### src/verilog/strap_pkg.sv
// Constants and register map for the strap capture block
//
// Overview of operation
// - Strap pin levels are sampled at reset and select the initial configuration.
// - After reset release each strap pin returns to driving its functional output.
// - Five address straps load the control register address field, bits four to zero.
// - Every strapped address value zero through thirty-one is accepted as valid.
// - A strapped address of all zeros puts the MAC interface into isolate.
// - Software writing address zero never enters isolate; only strapped zero does.
// - Unstrapped address defaults to one: bit zero pulled up, upper bits down.
// - Mode straps pick forced mode or advertised abilities per autoneg strap.
// - Autoneg and mode straps load basic control and advertisement registers.
package strap_pkg;
    localparam int          STRAP_W         = 8;
    localparam logic [7:0]  STRAP_DEFAULT   = 8'hE1;
    localparam int          ADDR_LSB        = 0;
    localparam int          ADDR_MSB        = 4;
    localparam int          MODE_LOW_BIT    = 5;
    localparam int          MODE_HIGH_BIT   = 6;
    localparam int          AUTONEG_BIT     = 7;
    localparam logic [2:0]  CAPTURE_CYCLES  = 3'h4;
    localparam logic [11:0] OFS_BMCR        = 12'h000;
    localparam logic [11:0] OFS_ANAR        = 12'h004;
    localparam logic [11:0] OFS_PHY_CONTROL = 12'h008;
    localparam logic [11:0] OFS_STATUS      = 12'h00C;
    localparam int          BMCR_SPEED_BIT  = 13;
    localparam int          BMCR_AN_BIT     = 12;
    localparam int          BMCR_ISO_BIT    = 10;
    localparam int          BMCR_DUPLEX_BIT = 8;
    localparam int          ANAR_CAP_LSB    = 5;
    localparam logic [4:0]  ANAR_SELECTOR   = 5'h01;
    localparam int          STATUS_DONE_BIT = 8;
    localparam logic [1:0]  RESP_OKAY       = 2'h0;
    localparam logic [1:0]  RESP_SLVERR     = 2'h2;
endpackage

### src/verilog/strap_sampler.sv
// Strap pin synchroniser and the interface that carries its result
`timescale 1ns/1ns
`default_nettype none

interface strap_if;
    logic [7:0] pin_level;
    logic [7:0] sync_level;
    modport sampler (input pin_level, output sync_level);
    modport user    (output pin_level, input sync_level);
endinterface

module strap_sampler
(
    input  wire logic     sys_clk_i,
    input  wire logic     arst_n_i,
    strap_if.sampler      bus
);
    ////////////////////////////////////////////////////////////////////////
    genvar g;
    generate
        for (g = 0; g < strap_pkg::STRAP_W; g++)
        begin : g_bit
            logic meta_q;
            logic meta_d;
            logic sync_q;
            logic sync_d;
            always_comb
            begin
                meta_d = bus.pin_level[g];
                sync_d = meta_q;
            end
            // Reset value mirrors the internal pull so an idle pin reads its default
            always_ff @(posedge sys_clk_i or negedge arst_n_i)
            begin
                if (!arst_n_i)
                begin
                    meta_q <= strap_pkg::STRAP_DEFAULT[g];
                    sync_q <= strap_pkg::STRAP_DEFAULT[g];
                end
                else
                begin
                    meta_q <= meta_d;
                    sync_q <= sync_d;
                end
            end
            assign bus.sync_level[g] = sync_q;
        end
    endgenerate
endmodule

`default_nettype wire

### src/verilog/phy_strap_latch.sv
// Strap capture, derived configuration registers and AXI4-Lite slave
//
// Local design decisions: the placing of the registers and the AXI4-Lite slave port.
`timescale 1ns/1ns
`default_nettype none

module phy_strap_latch
(
    input  wire logic        sys_clk_i,
    input  wire logic        arst_n_i,
    input  wire logic [7:0]  strap_pin_i,
    output logic      [7:0]  strap_pin_o,
    output logic      [7:0]  strap_pin_oe_o,
    input  wire logic [7:0]  func_out_i,
    output logic             mii_isolate_o,
    output logic             autoneg_enable_o,
    output logic             speed_100_o,
    output logic             full_duplex_o,
    output logic      [3:0]  advertise_o,
    output logic      [4:0]  station_address_o,
    output logic             config_done_o,
    input  wire logic [11:0] s_axi_awaddr,
    input  wire logic        s_axi_awvalid,
    output logic             s_axi_awready,
    input  wire logic [31:0] s_axi_wdata,
    input  wire logic [3:0]  s_axi_wstrb,
    input  wire logic        s_axi_wvalid,
    output logic             s_axi_wready,
    output logic      [1:0]  s_axi_bresp,
    output logic             s_axi_bvalid,
    input  wire logic        s_axi_bready,
    input  wire logic [11:0] s_axi_araddr,
    input  wire logic        s_axi_arvalid,
    output logic             s_axi_arready,
    output logic      [31:0] s_axi_rdata,
    output logic      [1:0]  s_axi_rresp,
    output logic             s_axi_rvalid,
    input  wire logic        s_axi_rready
);
    ////////////////////////////////////////////////////////////////////////
    strap_if sif ();
    assign sif.pin_level = strap_pin_i;

    strap_sampler u_sampler
    (
        .sys_clk_i (sys_clk_i),
        .arst_n_i  (arst_n_i),
        .bus       (sif)
    );

    ////////////////////////////////////////////////////////////////////////
    // Capture runs a few cycles after release: an async reset may only load constants
    logic [2:0] cnt_q, cnt_d;
    logic       done_q, done_d;
    logic [7:0] raw_q, raw_d;
    logic [4:0] addr_q, addr_d;
    logic       iso_q, iso_d;
    logic       an_q, an_d;
    logic       spd_q, spd_d;
    logic       dup_q, dup_d;
    logic [3:0] adv_q, adv_d;
    logic [7:0] pin_o_q, pin_o_d;
    logic [7:0] pin_oe_q, pin_oe_d;
    logic       capture;
    logic       commit;
    logic [31:0] wmask;
    logic [31:0] rd_word;
    logic        rd_hit;
    logic [7:0]  strap;

    logic        aw_hold_q, aw_hold_d, w_hold_q, w_hold_d;
    logic [11:0] awaddr_q, awaddr_d;
    logic [31:0] wdata_q, wdata_d;
    logic [3:0]  wstrb_q, wstrb_d;
    logic        awready_q, awready_d, wready_q, wready_d;
    logic        bvalid_q, bvalid_d, arready_q, arready_d, rvalid_q, rvalid_d;
    logic [1:0]  bresp_q, bresp_d, rresp_q, rresp_d;
    logic [31:0] rdata_q, rdata_d;

    assign strap   = sif.sync_level;
    assign capture = !done_q && (cnt_q == strap_pkg::CAPTURE_CYCLES);
    assign commit  = aw_hold_q && w_hold_q && !bvalid_q;
    assign wmask   = {{8{wstrb_q[3]}}, {8{wstrb_q[2]}}, {8{wstrb_q[1]}}, {8{wstrb_q[0]}}};

    always_comb
    begin
        rd_hit  = 1'b1;
        rd_word = 32'h00000000;
        case (s_axi_araddr)
            strap_pkg::OFS_BMCR:
            begin
                rd_word[strap_pkg::BMCR_SPEED_BIT]  = spd_q;
                rd_word[strap_pkg::BMCR_AN_BIT]     = an_q;
                rd_word[strap_pkg::BMCR_ISO_BIT]    = iso_q;
                rd_word[strap_pkg::BMCR_DUPLEX_BIT] = dup_q;
            end
            strap_pkg::OFS_ANAR:
            begin
                rd_word[4:0] = strap_pkg::ANAR_SELECTOR;
                rd_word[strap_pkg::ANAR_CAP_LSB +: 4] = adv_q;
            end
            strap_pkg::OFS_PHY_CONTROL: rd_word[4:0] = addr_q;
            strap_pkg::OFS_STATUS:
            begin
                rd_word[7:0] = raw_q;
                rd_word[strap_pkg::STATUS_DONE_BIT] = done_q;
            end
            default: rd_hit = 1'b0;
        endcase
    end

    ////////////////////////////////////////////////////////////////////////
    always_comb
    begin
        cnt_d    = capture || done_q ? cnt_q : cnt_q + 3'h1;
        done_d   = done_q | capture;
        raw_d    = raw_q;
        addr_d   = addr_q;
        iso_d    = iso_q;
        an_d     = an_q;
        spd_d    = spd_q;
        dup_d    = dup_q;
        adv_d    = adv_q;
        pin_oe_d = {8{done_q}};
        pin_o_d  = func_out_i;
        if (capture)
        begin
            raw_d  = strap;
            addr_d = strap[strap_pkg::ADDR_MSB:strap_pkg::ADDR_LSB];
            iso_d  = (strap[strap_pkg::ADDR_MSB:strap_pkg::ADDR_LSB] == 5'h00);
            an_d   = strap[strap_pkg::AUTONEG_BIT];
            // Forced: high bit picks 100, low bit full duplex; zero is 10 half
            spd_d  = strap[strap_pkg::MODE_HIGH_BIT];
            dup_d  = strap[strap_pkg::MODE_LOW_BIT];
            // Order of adv bits: 100 full, 100 half, 10 full, 10 half
            if (!strap[strap_pkg::AUTONEG_BIT])
                adv_d = 4'hF;
            else
            begin
                case ({strap[strap_pkg::MODE_HIGH_BIT], strap[strap_pkg::MODE_LOW_BIT]})
                    2'h0:    adv_d = 4'h3;
                    2'h1:    adv_d = 4'hC;
                    2'h2:    adv_d = 4'h5;
                    default: adv_d = 4'hF;
                endcase
            end
        end
        else if (commit)
        begin
            // Isolate is never touched here, so writing address zero cannot isolate
            case (awaddr_q)
                strap_pkg::OFS_BMCR:
                begin
                    if (wstrb_q[1])
                    begin
                        spd_d = wdata_q[strap_pkg::BMCR_SPEED_BIT];
                        an_d  = wdata_q[strap_pkg::BMCR_AN_BIT];
                        dup_d = wdata_q[strap_pkg::BMCR_DUPLEX_BIT];
                    end
                end
                strap_pkg::OFS_ANAR:
                    adv_d = (adv_q & ~wmask[8:5]) | (wdata_q[8:5] & wmask[8:5]);
                strap_pkg::OFS_PHY_CONTROL:
                    addr_d = (addr_q & ~wmask[4:0]) | (wdata_q[4:0] & wmask[4:0]);
                default: addr_d = addr_q;
            endcase
        end
    end

    always_ff @(posedge sys_clk_i or negedge arst_n_i)
    begin
        if (!arst_n_i)
        begin
            cnt_q    <= 3'h0;
            done_q   <= 1'b0;
            raw_q    <= strap_pkg::STRAP_DEFAULT;
            addr_q   <= strap_pkg::STRAP_DEFAULT[4:0];
            iso_q    <= 1'b0;
            an_q     <= 1'b1;
            spd_q    <= 1'b1;
            dup_q    <= 1'b1;
            adv_q    <= 4'hF;
            pin_o_q  <= 8'h00;
            pin_oe_q <= 8'h00;
        end
        else
        begin
            cnt_q    <= cnt_d;
            done_q   <= done_d;
            raw_q    <= raw_d;
            addr_q   <= addr_d;
            iso_q    <= iso_d;
            an_q     <= an_d;
            spd_q    <= spd_d;
            dup_q    <= dup_d;
            adv_q    <= adv_d;
            pin_o_q  <= pin_o_d;
            pin_oe_q <= pin_oe_d;
        end
    end

    ////////////////////////////////////////////////////////////////////////
    always_comb
    begin
        aw_hold_d = (aw_hold_q & ~commit) | (s_axi_awvalid & awready_q);
        w_hold_d  = (w_hold_q & ~commit) | (s_axi_wvalid & wready_q);
        awaddr_d  = (s_axi_awvalid & awready_q) ? s_axi_awaddr : awaddr_q;
        wdata_d   = (s_axi_wvalid & wready_q) ? s_axi_wdata : wdata_q;
        wstrb_d   = (s_axi_wvalid & wready_q) ? s_axi_wstrb : wstrb_q;
        awready_d = !aw_hold_d;
        wready_d  = !w_hold_d;
        bvalid_d  = commit | (bvalid_q & ~s_axi_bready);
        bresp_d   = bresp_q;
        if (commit)
            bresp_d = (awaddr_q == strap_pkg::OFS_BMCR || awaddr_q == strap_pkg::OFS_ANAR ||
                       awaddr_q == strap_pkg::OFS_PHY_CONTROL || awaddr_q == strap_pkg::OFS_STATUS)
                      ? strap_pkg::RESP_OKAY : strap_pkg::RESP_SLVERR;
        rvalid_d  = (s_axi_arvalid & arready_q) | (rvalid_q & ~s_axi_rready);
        arready_d = !rvalid_d;
        rdata_d   = rdata_q;
        rresp_d   = rresp_q;
        if (s_axi_arvalid & arready_q)
        begin
            rdata_d = rd_word;
            rresp_d = rd_hit ? strap_pkg::RESP_OKAY : strap_pkg::RESP_SLVERR;
        end
    end

    always_ff @(posedge sys_clk_i or negedge arst_n_i)
    begin
        if (!arst_n_i)
        begin
            aw_hold_q <= 1'b0;
            w_hold_q  <= 1'b0;
            awaddr_q  <= 12'h000;
            wdata_q   <= 32'h00000000;
            wstrb_q   <= 4'h0;
            awready_q <= 1'b0;
            wready_q  <= 1'b0;
            bvalid_q  <= 1'b0;
            bresp_q   <= 2'h0;
            arready_q <= 1'b0;
            rvalid_q  <= 1'b0;
            rdata_q   <= 32'h00000000;
            rresp_q   <= 2'h0;
        end
        else
        begin
            aw_hold_q <= aw_hold_d;
            w_hold_q  <= w_hold_d;
            awaddr_q  <= awaddr_d;
            wdata_q   <= wdata_d;
            wstrb_q   <= wstrb_d;
            awready_q <= awready_d;
            wready_q  <= wready_d;
            bvalid_q  <= bvalid_d;
            bresp_q   <= bresp_d;
            arready_q <= arready_d;
            rvalid_q  <= rvalid_d;
            rdata_q   <= rdata_d;
            rresp_q   <= rresp_d;
        end
    end

    assign strap_pin_o       = pin_o_q;
    assign strap_pin_oe_o    = pin_oe_q;
    assign mii_isolate_o     = iso_q;
    assign autoneg_enable_o  = an_q;
    assign speed_100_o       = spd_q;
    assign full_duplex_o     = dup_q;
    assign advertise_o       = adv_q;
    assign station_address_o = addr_q;
    assign config_done_o     = done_q;
    assign s_axi_awready     = awready_q;
    assign s_axi_wready      = wready_q;
    assign s_axi_bvalid      = bvalid_q;
    assign s_axi_bresp       = bresp_q;
    assign s_axi_arready     = arready_q;
    assign s_axi_rvalid      = rvalid_q;
    assign s_axi_rdata       = rdata_q;
    assign s_axi_rresp       = rresp_q;

    ////////////////////////////////////////////////////////////////////////
    property p_capture_raw;
        @(posedge sys_clk_i) disable iff (!arst_n_i)
        capture |=> (raw_q == $past(strap)) && done_q;
    endproperty
    a_capture_raw: assert property (p_capture_raw) else $error("strap capture wrong");

    property p_pins_released;
        @(posedge sys_clk_i) disable iff (!arst_n_i)
        !done_q |=> (strap_pin_oe_o == 8'h00);
    endproperty
    a_pins_released: assert property (p_pins_released) else $error("pin driven early");

    property p_pins_drive;
        @(posedge sys_clk_i) disable iff (!arst_n_i)
        done_q |=> (strap_pin_oe_o == 8'hFF) && (strap_pin_o == $past(func_out_i));
    endproperty
    a_pins_drive: assert property (p_pins_drive) else $error("pin not functional");

    property p_addr_load;
        @(posedge sys_clk_i) disable iff (!arst_n_i)
        capture |=> station_address_o == $past(strap[4:0]);
    endproperty
    a_addr_load: assert property (p_addr_load) else $error("address not loaded");

    property p_iso_strap;
        @(posedge sys_clk_i) disable iff (!arst_n_i)
        capture |=> mii_isolate_o == ($past(strap[4:0]) == 5'h00);
    endproperty
    a_iso_strap: assert property (p_iso_strap) else $error("isolate mismatch");

    property p_iso_stable;
        @(posedge sys_clk_i) disable iff (!arst_n_i)
        done_q && !capture |=> $stable(mii_isolate_o);
    endproperty
    a_iso_stable: assert property (p_iso_stable) else $error("isolate changed");

    property p_done_time;
        @(posedge sys_clk_i) disable iff (!arst_n_i)
        $rose(arst_n_i) |-> ##[4:6] config_done_o;
    endproperty
    a_done_time: assert property (p_done_time) else $error("capture late");

    property p_forced_mode;
        @(posedge sys_clk_i) disable iff (!arst_n_i)
        capture && !strap[7] |=> !autoneg_enable_o &&
            speed_100_o == $past(strap[6]) && full_duplex_o == $past(strap[5]);
    endproperty
    a_forced_mode: assert property (p_forced_mode) else $error("forced mode wrong");

    property p_adv_mode;
        @(posedge sys_clk_i) disable iff (!arst_n_i)
        capture && strap[7] && strap[6:5] == 2'h0 |=> autoneg_enable_o && advertise_o == 4'h3;
    endproperty
    a_adv_mode: assert property (p_adv_mode) else $error("advertise wrong");

    property p_read_answer;
        @(posedge sys_clk_i) disable iff (!arst_n_i)
        s_axi_arvalid && s_axi_arready |=> s_axi_rvalid;
    endproperty
    a_read_answer: assert property (p_read_answer) else $error("read not answered");

    c_isolate: cover property (@(posedge sys_clk_i) disable iff (!arst_n_i) $rose(mii_isolate_o));
    c_forced:  cover property (@(posedge sys_clk_i) disable iff (!arst_n_i)
                               capture && !strap[7]);
    c_write:   cover property (@(posedge sys_clk_i) disable iff (!arst_n_i)
                               s_axi_bvalid && s_axi_bready);
endmodule

`default_nettype wire

### config.mk
export PLATFORM = sky130hd
export DESIGN_NAME = phy_strap_latch
export DESIGN_NICKNAME = d
export VERILOG_FILES = /design/src/verilog/strap_pkg.sv /design/src/verilog/strap_sampler.sv /design/src/verilog/phy_strap_latch.sv
export SDC_FILE = /design/constraint.sdc
export NUM_CORES = 1
export LEC_CHECK = 0
export BUFFER_PORTS_ARGS = -buffer_cell sky130_fd_sc_hd__buf_2
export CORE_AREA = 2 2 92 94
export DETAILED_ROUTE_END_ITERATION = 16
export DIE_AREA = 0 0 94 96
export PLACE_DENSITY_LB_ADDON = 0.08
export SYNTH_ARGS = -nofsm -noshare
export SYNTH_HDL_FRONTEND = slang
export SYNTH_SLANG_ARGS = --single-unit
export TNS_END_PERCENT = 50
### constraint.sdc
create_clock -name sys_clk_i -period 5.8 [get_ports sys_clk_i]
set_clock_uncertainty 0.15 [all_clocks]
set_input_delay 1.16 -clock sys_clk_i [delete_from_list [all_inputs] [get_ports sys_clk_i]]
set_output_delay 1.16 -clock sys_clk_i [all_outputs]
set_load 0.01 [all_outputs]
After elaboration in Yosys (flattened, before gate mapping)
Cells that the tools add are included.

Muxes and demuxes: 28. Bitwise operators: 23. Equal/unequal tests: 9. $add $sub $neg: 1. Reduce and logical (&&, ||, !) cells: 25.

Operators with widths (count): == test 12 x 4 -> 1 bit, second input constant (4); == test 12 x 3 -> 1 bit, second input constant (2); logical NOT 12 bit (2); 2-to-1 mux 4 bit (4); 2-to-1 mux 5 bit (3); case mux 5 bit (3 select lines) (1); 2-to-1 mux 1 bit (14); case mux 4 bit (3 select lines) (1); bitwise AND 5 bit (2); nonzero test 2 bit (5); bitwise AND 4 bit (2); bitwise AND 1 bit (7); 2-to-1 mux 2 bit (3); case mux 3 bit (2 select lines) (1); logical NOT 1 bit (5); logical NOT 5 bit (1); inverter 5 bit (1); bitwise OR 1 bit (5); bitwise OR 5 bit (1); logical OR 1 bit (4); inverter 4 bit (1); bitwise OR 4 bit (1); AND reduction 2 bit (2); OR reduction 4 bit (1); 9 further kinds (13).

Output and inout bits: 71. Register bits after elaboration: 101.

Logic depth before layout (Yosys ltp)
Depth in word-level cells: 6. Depth in mapped cells: 7. Depth with buffers taken out: 6.

Cells and area by module
From an unflattened synthesis, not the netlist that was laid out.

Cells, all modules: 317. Area, all modules: 3991.3 um2.

By module, submodules not included: phy_strap_latch (instances 1, cells an instance 293, area an instance 3520.9 um2); strap_sampler (instances 1, cells an instance 24, area an instance 470.5 um2).

Worst setup path after synthesis
OpenSTA, ideal clock, no wires.

Path type: input-to-reg. From: input port s_axi_araddr[3]. To: register rdata_q[8], in the netlist s_axi_rdata[8]. Arrival: 1.998 ns. Library setup time: 0.134 ns. Buffers on the path: 1. Cell stages on the path: 4. Path slack: 3.518 ns. Path through: clkbuf_1 mux2_2 a22oi_1 o31ai_1.

Longest elaborated chain between the ends: 2.

Ends and longest elaborated chain: start, declared (RTL line phy_strap_latch.sv:32) `input wire logic [11:0] s_axi_araddr,`; == test 12 x 4 -> 1 bit (tied with other cells) (RTL line phy_strap_latch.sv:89) `case (s_axi_araddr)`; case mux 1 bit (3 select lines) (*) (RTL line phy_strap_latch.sv:89); end signal, assigned (RTL line phy_strap_latch.sv:260) `rdata_q <= rdata_d;`; end, declared (RTL line phy_strap_latch.sv:78) `logic [31:0] rdata_q, rdata_d;`.

Mark *: on every way between the ends. The rest lies on a longest branch, timed or not. A chain may end at the register's enable or synchronous reset.

==> impl_metrics.csv <==
group,metric,value,unit
drt,route.met2.wl,3200,um
final_layout,layout.nets,504,
logic_synthesis,yosys.area.top_type_share,48.4,%
drt,drtIter0Drc,64,
power,p_total,1.56,mW
drt,drcViolationCount,0,
setup_path,crit_path_top_delay_cell,"dfstp_2",
drt,drt_pass1_iterations,4,
global_routing,grt_pass1_vias,2360,
final_layout,layout_commonest_cell,"buf_2",
cts,clock-root-buffer,"clkbuf_8",
cts,htree_levels,3,
floorplanning,initial_core_util,48.8,%
drt,wl_met3,504,um
cts,cts.reportedPaths.clkPinSlew,100,ps
min_path,hp-class,"register to register",
placed_design,dp_hpwl,5180,um
cts,cts_hold_buf,0,
global_routing,grt_max_degree,67,
cts,cts_resized,0,
setup_path,cp-start-kind,"register",
logic_synthesis,synthTopCellsByArea,"dfrtp_1 (48%), dfstp_2 (13%), mux2_2 (7.4%)",
final_layout,fin_area,4620,sq um
drt,ant_nets,0,
floorplanning,num_rows,33,
cts,clk_latency,350,ps
global_routing,antenna_found_initial,0,
cts,cts_setup_buffers,0,
global_routing,track_usage,16.6,%
global_routing,grt.overflow.total,0,
final_layout,drive_above_1_share,43.6,%
setup_path,cp_top_family,"flip-flops",
setup_path,worstPathMaxFanout,3,
setup_path,worstPathArrival,1050,ps
cts,cts_made_buffers,9,
drt,m1WireLength,3280,um
cts,cts_buffer_depth,2,
floorplanning,die_h,96,um
cts,cts_num_sinks,96,
final_layout,n_fill_cell,730,
setup_path,critPathKind,"register to output port",
logic_synthesis,ys_ff_latch,96,
setup_path,cp.required,4490,ps
floorplanning,die-width,94,um
setup_path,critPathMaxStageDelay,570,ps
floorplanning,die_area,9020,sq um
status,outcome,"finished clean",
drt,wl,7050,um
logic_synthesis,postSynthCellCount,309,
drt,vias,2519,
floorplanning,core_area,8050,sq um
sta,fmax,0.424,GHz
power,leakage,2.27,nW
sta,relSlewSlack,45.7,%
sta,drv_slew,0,
logic_synthesis,synthesis.area,3930,sq um
drt,top_layer,"met4",
final_layout,seq_area,2430,sq um
final_layout,final_cell_mix,"buf_2 (107), dfrtp_1 (76), nand2_1 (43)",
sta,setup_viol,0,
power,vdd_drop_max,0.000210,V
drt,viasPerCell,4.80,
global_routing,grt_pass1_wl,11400,um
sta,layout_min_cycle_time,2360,ps
cts,cts_tree,"done",
drt,wl_per_cell,13.4,um
placed_design,place_area,4460,sq um
sta,worst_slew_pin_slew,814,ps
sta,fin_setup_tns,0,ps
setup_path,crit_chain,"buf_2",
setup_path,critPathBufInv,1,
logic_synthesis,ys_warn_count,0,
sta,hold_viol,0,
final_layout,multiInputGateArea,1280,sq um
sta,timing.final.crit_share,40.7,%
placed_design,gp_congestion,0.785,
logic_synthesis,synth.yosys.seq_area_share,61.7,%
placed_design,io_buffer_count,108,
logic_synthesis,avgSynthCellArea,12.7,sq um
floorplanning,io_pins,154,
setup_path,critPathCaptureType,"output port",
sta,grt_setup_unrepaired,"false",
final_layout,finish.utilization,57.4,%
final_layout,area_growth,17.5,%
sta,finalHoldWorstSlack,194,ps
final_layout,antennaDiodeCount,0,
run,drv_cap,0,
power,power_density,337,nW/um^2
logic_synthesis,yosysUniqueCellTypes,35,
logic_synthesis,synth_area_leader_cell,"dfrtp_1",
[final cells by class]
type / count / area share [%]
Multi-Input combinational cell: 183 / 27.8
Timing Repair Buffer: 110 / 12.1
Sequential cell: 96 / 52.5
Clock inverter: 5 / 0.731
Tap cell: 105 / 2.84
Clock buffer: 11 / 2.84
Inverter: 15 / 1.22
[layer usage]
metal / vias to the layer above / global-route usage, %
li1: 1216 / -
met5: - / 0
met2: 99 / 24.9
met4: 0 / 5.80
met1: 1197 / 23.0
met3: 7 / 5.25
[Yosys cell counts]
cell type,instances
a21bo_2,1
a21oi_1,7
a22o_1,4
a22oi_1,1
a31oi_1,5
and2_1,1
and4b_1,1
buf_1,2
buf_4,29
clkbuf_1,5
conb_1,1
dfrtp_1,76
dfstp_2,20
ha_1,6
inv_1,15
mux2_2,26
mux2i_1,17
nand2_1,43
nand3_1,3
nand3b_1,3
nand4_1,1
nand4bb_1,1
nor2_1,4
nor4_1,3
nor4_2,1
nor4_4,2
nor4b_1,1
o21ai_0,16
o21ai_2,4
o31ai_1,2
or4_1,1
or4_4,2
or4b_2,2
or4bb_4,1
xnor2_1,2
[cells by family (layout without fill, tap and decap cells)]
kind of cell             count (synthesis)  count (layout)  synth area share [%]
AND/OR/NAND/NOR                         70              70                  10.1
flip-flops                              96              96                  61.7
adder cells (fa/ha/maj)                  6               6                  1.91
other                                    1              22                0.0954
AO/OA/AOI/OAI                           40              40                  6.33
multiplexers                            43              43                  11.8
XOR/XNOR                                 2               2                 0.446
buffers and inverters                   51             141                  7.64
[flip-flops by register name (all words and copies together) (netlist names), 2 cells and up, named ones only]
| signal | cells |
|---|---|
| raw_q | 8 |
| u_sampler.g_bit.meta_q | 8 |
| wdata_q | 11 |
| s_axi_rdata | 12 |
| strap_pin_o | 8 |
| wstrb_q | 2 |
| awaddr_q | 12 |
| u_sampler.g_bit.sync_q | 8 |
| cnt_q | 3 |
[metrics by stage]
step / instances / setup WS (ps)
detailed placement: 509 / 3200
finish: 525 / 3440
global route: 525 / 3400
global placement: 509 / 3210
floorplan: 330 / 3520
CTS: 525 / 3420
[report_power, final]
part / internal [mW] / switching (mW)
logic: 0.155 / 0.133
registers: 0.804 / 0.0875
clock network: 0.156 / 0.221
total: 1.12 / 0.441
[final timing paths]
| kind | start | endpoint | slack [ps] | cells after the start |
|---|---|---|---|---|
| worst max-delay path | register | advertise_o[3] | 3440 | 1 |
| worst min-delay path | u_sampler.g_bit[0].meta_q | u_sampler.g_bit[0].sync_q | 190 | 0 |
| worst max register to register | awaddr_q[5] | register | 3630 | 4 |
| worst min register to register | u_sampler.g_bit[0].meta_q | u_sampler.g_bit[0].sync_q | 190 | 0 |
| max in group asynchronous | arst_n_i | w_hold_q | 3780 | 2 |
| min in group asynchronous | arst_n_i | strap_pin_o[3] | 570 | 1 |
Power figures use the tool's default switching activity.
